--- src/qir_pkg.sv ---
// Package for the quadrature index reset block
// Assumes a single 50 MHz clock domain and an AXI4-Lite register bus
package qir_pkg;
	// ********************************************************************
	// Register byte offsets
	// ********************************************************************
	localparam logic [7:0] ADDR_CONTROL = 8'h00;
	localparam logic [7:0] ADDR_STATUS  = 8'h04;
	localparam logic [7:0] ADDR_COUNT   = 8'h08;
	localparam logic [7:0] ADDR_LIMIT   = 8'h0c;
	localparam logic [7:0] ADDR_IRQ     = 8'h10;
	localparam logic [7:0] ADDR_MASK    = 8'h14;
	// ********************************************************************
	// Control fields
	// ********************************************************************
	localparam int CTL_MODE_LSB = 0;
	localparam int CTL_ENABLE   = 2;
	localparam int CTL_QSEL_LSB = 4;
	localparam int CTL_ERRATUM  = 6;
	localparam logic [1:0] MODE_RESET_ON_INDEX = 2'h0;
	localparam logic [1:0] MODE_INIT_ON_INDEX  = 2'h1;
	localparam logic [1:0] QSEL_SYNC           = 2'h0;
	localparam logic [1:0] QSEL_ASYNC          = 2'h3;
	localparam logic [31:0] CONTROL_RESET      = 32'h0000_0000;
	// ********************************************************************
	// Status and interrupt bits
	// ********************************************************************
	localparam int ST_FIRST_SEEN = 0;
	localparam int ST_FIRST_DIR  = 1;
	localparam int ST_DIR        = 2;
	localparam int ST_WAITING    = 3;
	localparam int EV_INDEX      = 0;
	localparam int EV_PHASE_ERR  = 1;
	localparam int EV_DIR_IN_IDX = 2;
	localparam int EV_WIDTH      = 3;
	localparam logic [31:0] LIMIT_RESET = 32'hffff_ffff;
	localparam logic [1:0] RESP_OKAY   = 2'h0;
	localparam logic [1:0] RESP_SLVERR = 2'h2;
endpackage

--- src/qir_decoder.sv ---
// Quadrature decoder with index reset of the position counter
// Synchronises raw encoder inputs itself, per pin-qualify setting
//
// Functional notes
// - Mode 00 forward index clears count
// - Mode 00 reverse index loads limit
// - Flag first index marker since configured
// - Capture direction at first index
// - Reuse first-index quadrature edge for resets
// - Reversal during index waits remembered edge
// - Next clean index resets correctly again
// - Index-init mode free of reversal fault
// - Pin qualify select resets to synchronous
`timescale 1ns/100ps
module qir_decoder #(
	parameter int CNT_W = 32
) (
	input  wire logic              aclk,
	input  wire logic              aresetn,
	input  wire logic              enc_a,
	input  wire logic              enc_b,
	input  wire logic              enc_index,
	input  wire logic [7:0]        s_axi_awaddr,
	input  wire logic              s_axi_awvalid,
	output logic                   s_axi_awready,
	input  wire logic [31:0]       s_axi_wdata,
	input  wire logic [3:0]        s_axi_wstrb,
	input  wire logic              s_axi_wvalid,
	output logic                   s_axi_wready,
	output logic [1:0]             s_axi_bresp,
	output logic                   s_axi_bvalid,
	input  wire logic              s_axi_bready,
	input  wire logic [7:0]        s_axi_araddr,
	input  wire logic              s_axi_arvalid,
	output logic                   s_axi_arready,
	output logic [31:0]            s_axi_rdata,
	output logic [1:0]             s_axi_rresp,
	output logic                   s_axi_rvalid,
	input  wire logic              s_axi_rready,
	output logic                   irq
);
	// ********************************************************************
	// Input synchronisers
	// ********************************************************************
	logic [2:0] sync1;
	logic [2:0] sync2;
	logic [2:0] pin_stage;
	logic [2:0] pin_qual;
	logic [1:0] prev_ab;
	logic       prev_idx;
	logic [31:0] decoder_control;
	logic [1:0]  pin_qualify_select;
	// Async selection skips the qualify stage; pins still pass two flops
	always_ff @(posedge aclk) begin
		sync1     <= {enc_index, enc_b, enc_a};
		sync2     <= sync1;
		pin_stage <= sync2;
	end
	always_comb begin
		if (pin_qualify_select == qir_pkg::QSEL_ASYNC) begin
			pin_qual = sync2;
		end else begin
			pin_qual = pin_stage;
		end
	end
	// ********************************************************************
	// Quadrature decode
	// ********************************************************************
	logic       step;
	logic       fwd;
	logic       phase_err;
	logic       idx_rise;
	always_comb begin
		step      = 1'b0;
		fwd       = 1'b0;
		phase_err = 1'b0;
		idx_rise  = pin_qual[2] & ~prev_idx;
		if (pin_qual[1:0] != prev_ab) begin
			if (pin_qual[1:0] == ~prev_ab) begin
				phase_err = 1'b1;
			end else begin
				step = 1'b1;
				// A leads B when new A differs from old B
				fwd  = pin_qual[0] ^ prev_ab[1];
			end
		end
	end
	// ********************************************************************
	// Position counter and index logic
	// ********************************************************************
	logic [CNT_W-1:0] position_count;
	logic [CNT_W-1:0] next_position_count;
	logic [CNT_W-1:0] position_limit;
	logic             first_index_seen;
	logic             next_first_index_seen;
	logic             first_index_direction;
	logic             next_first_index_direction;
	logic             dir;
	logic             next_dir;
	logic [1:0]       ref_ab;
	logic [1:0]       next_ref_ab;
	logic             waiting;
	logic             next_waiting;
	logic             wait_dir;
	logic             next_wait_dir;
	logic             idx_evt;
	logic             dir_in_idx;
	logic [1:0]       mode;
	logic             enabled;
	logic             erratum;
	assign mode    = decoder_control[qir_pkg::CTL_MODE_LSB +: 2];
	assign enabled = decoder_control[qir_pkg::CTL_ENABLE];
	assign erratum = decoder_control[qir_pkg::CTL_ERRATUM];
	always_comb begin
		next_position_count        = position_count;
		next_first_index_seen      = first_index_seen;
		next_first_index_direction = first_index_direction;
		next_dir                   = dir;
		next_ref_ab                = ref_ab;
		next_waiting               = waiting;
		next_wait_dir              = wait_dir;
		idx_evt                    = 1'b0;
		dir_in_idx                 = 1'b0;
		if (enabled) begin
			if (step) begin
				next_dir = fwd;
				if (fwd) begin
					next_position_count = position_count + {{(CNT_W-1){1'b0}}, 1'b1};
				end else begin
					next_position_count = position_count - {{(CNT_W-1){1'b0}}, 1'b1};
				end
				dir_in_idx = pin_qual[2] && (fwd != dir);
			end
			if (mode == qir_pkg::MODE_INIT_ON_INDEX) begin
				// Plain rising-edge init; no edge matching, so no reversal fault
				if (idx_rise) begin
					idx_evt = 1'b1;
					next_position_count = '0;
					if (!first_index_seen) begin
						next_first_index_seen      = 1'b1;
						next_first_index_direction = dir;
					end
				end
			end else if (mode == qir_pkg::MODE_RESET_ON_INDEX) begin
				if (!first_index_seen && pin_qual[2] && step) begin
					// First marker: remember edge and direction
					next_first_index_seen      = 1'b1;
					next_first_index_direction = fwd;
					next_ref_ab                = pin_qual[1:0];
					idx_evt                    = 1'b1;
					next_position_count        = fwd ? '0 : position_limit;
				end else if (first_index_seen) begin
					if (idx_rise) begin
						next_waiting  = 1'b1;
						next_wait_dir = dir;
					end
					// Reversal: silicon-faithful mode keeps waiting for old edge
					if (dir_in_idx && !erratum) begin
						next_wait_dir = fwd;
					end
					if ((waiting || idx_rise) && pin_qual[2] && step && pin_qual[1:0] == ref_ab) begin
						idx_evt      = 1'b1;
						next_waiting = 1'b0;
						// Faulty model uses direction from before the index edge
						if (erratum ? (idx_rise ? dir : wait_dir) : fwd) begin
							next_position_count = '0;
						end else begin
							next_position_count = position_limit;
						end
					end
					if (!pin_qual[2]) begin
						next_waiting = 1'b0; // Clean next index starts afresh
					end
				end
			end
		end else begin
			next_first_index_seen = 1'b0;
			next_waiting          = 1'b0;
		end
	end
	always_ff @(posedge aclk) begin
		if (!aresetn) begin
			position_count        <= '0;
			first_index_seen      <= 1'b0;
			first_index_direction <= 1'b0;
			dir                   <= 1'b1;
			ref_ab                <= 2'h0;
			waiting               <= 1'b0;
			wait_dir              <= 1'b0;
			prev_ab               <= 2'h0;
			prev_idx              <= 1'b0;
		end else begin
			position_count        <= next_position_count;
			first_index_seen      <= next_first_index_seen;
			first_index_direction <= next_first_index_direction;
			dir                   <= next_dir;
			ref_ab                <= next_ref_ab;
			waiting               <= next_waiting;
			wait_dir              <= next_wait_dir;
			prev_ab               <= pin_qual[1:0];
			prev_idx              <= pin_qual[2];
		end
	end
	// ********************************************************************
	// AXI4-Lite slave and interrupts
	// ********************************************************************
	localparam int EV_W = qir_pkg::EV_WIDTH;
	logic [EV_W-1:0] irq_status;
	logic [EV_W-1:0] irq_mask;
	logic [EV_W-1:0] events;
	logic            wr_ask;
	logic            rd_ask;
	logic            wr_go;
	logic            rd_go;
	logic [31:0]     rd_word;
	logic            wr_ok;
	logic            rd_ok;
	assign events = {dir_in_idx, phase_err & enabled, idx_evt};
	assign pin_qualify_select = decoder_control[qir_pkg::CTL_QSEL_LSB +: 2];
	// Ready rises a cycle after valid; the item moves when both are high
	assign wr_ask = s_axi_awvalid && s_axi_wvalid && !s_axi_bvalid && !s_axi_awready;
	assign rd_ask = s_axi_arvalid && !s_axi_rvalid && !s_axi_arready;
	assign wr_go  = s_axi_awvalid && s_axi_awready && s_axi_wvalid && s_axi_wready;
	assign rd_go  = s_axi_arvalid && s_axi_arready;
	always_comb begin
		rd_ok   = 1'b1;
		rd_word = 32'h0000_0000;
		case (s_axi_araddr)
			qir_pkg::ADDR_CONTROL: rd_word = decoder_control;
			qir_pkg::ADDR_STATUS: rd_word = {28'h0000000, waiting, dir,
				first_index_direction, first_index_seen};
			qir_pkg::ADDR_COUNT: rd_word = 32'(position_count);
			qir_pkg::ADDR_LIMIT: rd_word = 32'(position_limit);
			qir_pkg::ADDR_IRQ: rd_word = 32'(irq_status);
			qir_pkg::ADDR_MASK: rd_word = 32'(irq_mask);
			default: rd_ok = 1'b0;
		endcase
		case (s_axi_awaddr)
			qir_pkg::ADDR_CONTROL, qir_pkg::ADDR_LIMIT,
			qir_pkg::ADDR_IRQ, qir_pkg::ADDR_MASK: wr_ok = 1'b1;
			default: wr_ok = 1'b0;
		endcase
	end
	always_ff @(posedge aclk) begin
		if (!aresetn) begin
			decoder_control <= qir_pkg::CONTROL_RESET; // Sync pin mode at reset
			position_limit  <= CNT_W'(qir_pkg::LIMIT_RESET);
			irq_status      <= '0;
			irq_mask        <= '0;
			irq             <= 1'b0;
			s_axi_awready   <= 1'b0;
			s_axi_wready    <= 1'b0;
			s_axi_bvalid    <= 1'b0;
			s_axi_bresp     <= qir_pkg::RESP_OKAY;
			s_axi_arready   <= 1'b0;
			s_axi_rvalid    <= 1'b0;
			s_axi_rdata     <= 32'h0000_0000;
			s_axi_rresp     <= qir_pkg::RESP_OKAY;
		end else begin
			s_axi_awready <= wr_ask;
			s_axi_wready  <= wr_ask;
			s_axi_arready <= rd_ask;
			// Set wins over write-one-to-clear
			if (wr_go && s_axi_awaddr == qir_pkg::ADDR_IRQ && s_axi_wstrb[0]) begin
				irq_status <= (irq_status & ~s_axi_wdata[EV_W-1:0]) | events;
			end else begin
				irq_status <= irq_status | events;
			end
			irq <= |(irq_status & irq_mask);
			if (wr_go) begin
				s_axi_bvalid <= 1'b1;
				s_axi_bresp  <= wr_ok ? qir_pkg::RESP_OKAY : qir_pkg::RESP_SLVERR;
				if (s_axi_awaddr == qir_pkg::ADDR_CONTROL && s_axi_wstrb[0]) begin
					decoder_control[7:0] <= s_axi_wdata[7:0];
				end
				if (s_axi_awaddr == qir_pkg::ADDR_LIMIT) begin
					position_limit <= s_axi_wdata[CNT_W-1:0];
				end
				if (s_axi_awaddr == qir_pkg::ADDR_MASK && s_axi_wstrb[0]) begin
					irq_mask <= s_axi_wdata[EV_W-1:0];
				end
			end else if (s_axi_bvalid && s_axi_bready) begin
				s_axi_bvalid <= 1'b0;
			end
			if (rd_go) begin
				s_axi_rvalid <= 1'b1;
				s_axi_rdata  <= rd_word;
				s_axi_rresp  <= rd_ok ? qir_pkg::RESP_OKAY : qir_pkg::RESP_SLVERR;
			end else if (s_axi_rvalid && s_axi_rready) begin
				s_axi_rvalid <= 1'b0;
			end
		end
	end
endmodule

--- config.mk ---
export PLATFORM = sky130hd
export DESIGN_NAME = qir_decoder
export DESIGN_NICKNAME = d
export VERILOG_FILES = /design/src/qir_pkg.sv /design/src/qir_decoder.sv
export SDC_FILE = /design/constraint.sdc
export NUM_CORES = 1
export LEC_CHECK = 0
export ABC_AREA = 1
export BUFFER_PORTS_ARGS = -buffer_cell sky130_fd_sc_hd__buf_2
export CORE_ASPECT_RATIO = 0.7
export CORE_MARGIN = 1
export CORE_UTILIZATION = 25
export CTS_CLUSTER_SIZE = 16
export DETAILED_ROUTE_END_ITERATION = 8
export SYNTH_ARGS = -nofsm -noshare
export SYNTH_HDL_FRONTEND = slang
export SYNTH_SLANG_ARGS = --single-unit
export TNS_END_PERCENT = 20
--- constraint.sdc ---
create_clock -name aclk -period 3.7 [get_ports aclk]
set_input_delay 0.185 -clock aclk [delete_from_list [all_inputs] [get_ports aclk]]
set_output_delay 0.185 -clock aclk [all_outputs]
set_load 0.02 [all_outputs]
==> flow_metrics.py <==
metrics = {
    "sta": {
        "final_min_period_over_clock_period_pct": 93.6,
        "rsz0062_at_grt": "true",
        "max_freq_mhz": 289,
        "report.final.slew_viol_count": 0,
        "maxSlewHeadroom_pct": 27.8,
        "hold_viol": 0,
        "final.setup.tns_ns": 0,
        "timing.hold.ws_ns": 0.00520,
        "finalWorstPathRequiredPeriod_ns": 3.46,
        "tightestPinTransition_ns": 1.08,
        "layout_setup_ws_ns": 0.237,
        "setup_viol": 0,
        "fin_skew_ns": 0.00960,
    },
    "synthesis": {
        "synthesis.yosys.warnings": 0,
        "dominantRegCellSynth": "sky130_fd_sc_hd__dfxtp_1",
        "synth_enable_flop_cells": 0,
        "synth_area_per_cell_um2": 6.06,
        "synth_area_mm2": 0.00882,
        "synth_seq_cells": 136,
        "post_synth_xor_area_fraction_pct": 1.28,
        "yosysSeqAreaShare_pct": 30.9,
        "synth_compound_area_share_pct": 13.6,
        "synth.distinct_cells": 43,
        "netlist.top_cell.by_area": "sky130_fd_sc_hd__dfxtp_1",
        "synth_mux_area_share_pct": 0,
        "synth_area_leaders": "sky130_fd_sc_hd__dfxtp_1 (31%), sky130_fd_sc_hd__nand2_1 (21%), sky130_fd_sc_hd__nand3_1 (8.7%)",
        "synthAdderAreaFrac_pct": 4.48,
        "synth_top_area_share_pct": 30.9,
        "synthArstFlopShare_pct": 0,
        "yosys.area_share.simple_pct": 38.0,
        "main_combinational_cell_family_by_area_after_synthesis": "simple AND/OR/NAND/NOR gates",
        "gate_count_post_synth": 1456,
    },
    "final_layout": {
        "antennaDiodeCount": 0,
        "finish.cell_count_without_fillers": 2060,
        "syn2layout_area_growth_pct": 21.9,
        "finish.utilization_pct": 31.0,
        "layout.nets": 1668,
        "drive_above_1_share_pct": 11.7,
    },
    "detailed_routing": {
        "finalWirelength_um": 30600,
        "route.detailed.drc": 0,
        "detail_route.vias_per_cell": 4.73,
        "detailroute.via_count": 9740,
        "drtPass1Iterations": 5,
        "drt_first_iter_violations": 1071,
        "ant_nets": 0,
        "avgRoutedWirePerCell_um": 14.9,
    },
    "setup_path": {
        "cp.arrival_ns": 3.77,
        "r2r.worst_path.cells": 21,
        "critPathMaxFanout": 11,
        "critical_path_sink": "position_count[28]$_SDFFE_PN0P_",
        "worstSetupStartpoint": "decoder_control[5]$_SDFFE_PN0P_",
        "timing.critical_path.slowest_cell_delay_ns": 0.51,
        "critical-path-slowest-cell": "sky130_fd_sc_hd__ha_1",
        "regToRegEndpoint": "position_count[28]$_SDFFE_PN0P_",
        "crit_end_element": "register",
        "timing.rr.start": "decoder_control[5]$_SDFFE_PN0P_",
        "worstSetupPathType": "reg2reg",
        "startpoint_type": "register",
        "rrSetupSlack_ns": 0.24,
        "required_ns": 4.00,
        "critical-path-top-cell-by-count": "sky130_fd_sc_hd__nand2_1",
        "cp_cell_sequence": "nand2_2 > nand2_2 > nand2_4 > nand2_1 > nand2_1 > nand2_4 > nand3_2 > ha_1 > nand2_1 > inv_1 > nand2_1 > nor3_1 > nand2_1 > nand2_1 > nand2_1 > nand2_1 > nand2_1 > nand3_1 > a21oi_1 > nor2_1 > nor2_1",
    },
    "floorplan": {
        "die_x_extent_um": 226,
        "core_area_mm2": 0.0347,
        "die_h_um": 159,
        "design.die.area_mm2": 0.0360,
        "row_count": 57,
        "io_pins": 104,
        "initial_core_util_pct": 25.4,
    },
    "global_routing": {
        "global_route_wire_length_before_repair_um": 47400,
        "grt_start_max_net_pins": 49,
        "gr-total-overflow": 0,
        "grt_antenna_before_repair": 0,
        "vias_in_the_first_global_route": 8641,
        "grt_usage_pct": 16.8,
    },
    "clock_network": {
        "cts.sink_count": 136,
        "tritoncts.num_buffers": 17,
        "htree_num_levels": 4,
        "cts_tree": "yes",
        "cts.path.max_buffers": 2,
        "clk-insertion-delay-late_ns": 0.44,
        "clk_transition_reported_paths_ns": 0.06,
        "cts_root_buf": "sky130_fd_sc_hd__clkbuf_16",
    },
    "place": {
        "gp_routability_congestion": 0.927,
        "buffer_ports.inserted": 98,
        "dpl.hpwl_um": 23100,
        "post_placement_worst_setup_slack_ns": 0.122,
        "numPlacedInstances": 1991,
    },
    "power_and_ir_drop": {
        "power_per_cell_area_mw_per_mm2": 347,
        "irDropWorstVdd_mv": 0.290,
        "total_leakage_power_nw": 5.23,
    },
    "run": {
        "max_cap_viol_count": 0,
    },
    "status": {
        "outcome": "completed",
    },
    "hold_path": {
        "worst_hold_path_type": "in2reg",
    },
}
placed cells by master, fill, tap and decap left out, types with 5 or more instances in the layout:
cell	Yosys	routed
sky130_fd_sc_hd__a21oi_1	113	112
sky130_fd_sc_hd__buf_2	6	98
sky130_fd_sc_hd__buf_4	6	21
sky130_fd_sc_hd__clkbuf_16	0	17
sky130_fd_sc_hd__dfxtp_1	136	136
sky130_fd_sc_hd__dlygate4sd3_1	0	35
sky130_fd_sc_hd__ha_1	30	30
sky130_fd_sc_hd__inv_1	200	199
sky130_fd_sc_hd__inv_2	4	5
sky130_fd_sc_hd__nand2_1	488	487
sky130_fd_sc_hd__nand2_2	5	6
sky130_fd_sc_hd__nand2_4	5	5
sky130_fd_sc_hd__nand3_1	153	153
sky130_fd_sc_hd__nand4_1	16	16
sky130_fd_sc_hd__nor2_1	94	91
sky130_fd_sc_hd__nor2_2	2	5
sky130_fd_sc_hd__nor3_1	10	8
sky130_fd_sc_hd__o211ai_1	15	15
sky130_fd_sc_hd__o21ai_0	74	74
sky130_fd_sc_hd__o22ai_1	8	8
sky130_fd_sc_hd__or2_2	5	5
sky130_fd_sc_hd__xnor2_1	5	5
sky130_fd_sc_hd__xor2_1	6	6
through the flow:
stage | area, µm² | total power, mW
CTS | 10700 | 3.73
detailed placement | 9790 | 2.05
global placement | 9790 | 2.04
finish | 10800 | 3.74
global route | 10800 | 3.89
floorplan | 8820 | 1.89
worst min path at each step:
stage                     slack [ns]       startpoint  cells past startpoint                              end
final                          0.005  s_axi_wdata[23]                      3  position_limit[23]$_SDFFE_PN1P_
after global routing           0.008  s_axi_wdata[28]                      3  position_limit[28]$_SDFFE_PN1P_
after CTS                      0.002  s_axi_wdata[23]                      3  position_limit[23]$_SDFFE_PN1P_
after detailed placement        0.29            enc_a                      1                 sync1[0]$_DFF_P_
after global placement          0.29            enc_b                      1                 sync1[1]$_DFF_P_
after floorplan                 0.21            enc_a                      0                 sync1[0]$_DFF_P_
layout make-up:
cell class | instances | area [µm²]
multi-input cells | 1061 | 5110
well taps | 472 | 591
fillers | 3893 | 24000
clock buffers | 19 | 443
inverters | 205 | 769
clock inverters | 13 | 118
flip-flops and latches | 136 | 2720
repair buffers | 154 | 998
per-layer routing:
metal	routed length, µm	track usage [%]	up-vias
li1	-	-	4892
met1	15600	25.5	4469
met2	12300	23.9	347
met3	2320	3.64	32
met4	411	3.47	0
met5	0	0	-
kinds of logic after synthesis:
kind of cell / after synthesis
and+or+nand+nor: 791
buffers and inverters: 261
AOI/OAI and AO/OA: 224
DFF: 136
adders and majority gates: 31
xor gates and xnor gates: 12
other: 1
what timing repair did:
action | CTS | global route
hold buffers | 35 | 0
buffers inserted | 0 | 1
hold endpoints to repair | 36 | 0
setup endpoints to repair | 0 | 16
resized for setup | 0 | 7
flip-flops by register name, summed over array words and instances (netlist names), 3 cells and up:
register	cells
position_limit	32
s_axi_rdata	32
decoder_control	8
pin_stage	3
irq_status	3
sync1	3
position_count	32
irq_mask	3
sync2	3
cell usage after synthesis, drive strengths merged, types with 7 or more instances:
| master | instances |
|---|---|
| ha | 30 |
| nor3 | 11 |
| nand2 | 498 |
| inv | 204 |
| nand3 | 156 |
| dfxtp | 136 |
| buf | 21 |
| clkbuf | 35 |
| o21ai | 79 |
| o211ai | 15 |
| nor2 | 96 |
| nand4 | 16 |
| a21oi | 113 |
| o22ai | 8 |
| xor2 | 7 |
power breakdown:
group	switching [mW]	internal (mW)
combinational	0.406	0.187
sequential	0.00624	1.47
clock	0.716	0.947
total	1.13	2.61
worst max-delay path: cells and delay by family, from the launching register on:
kind | cells | cell delay, ns
simple gates | 18 | 2.25
fa+ha+maj | 1 | 0.51
flops | 1 | 0.41
buf+inv | 1 | 0.08
compound gates | 1 | 0.08
Power figures use the tool's default switching activity.
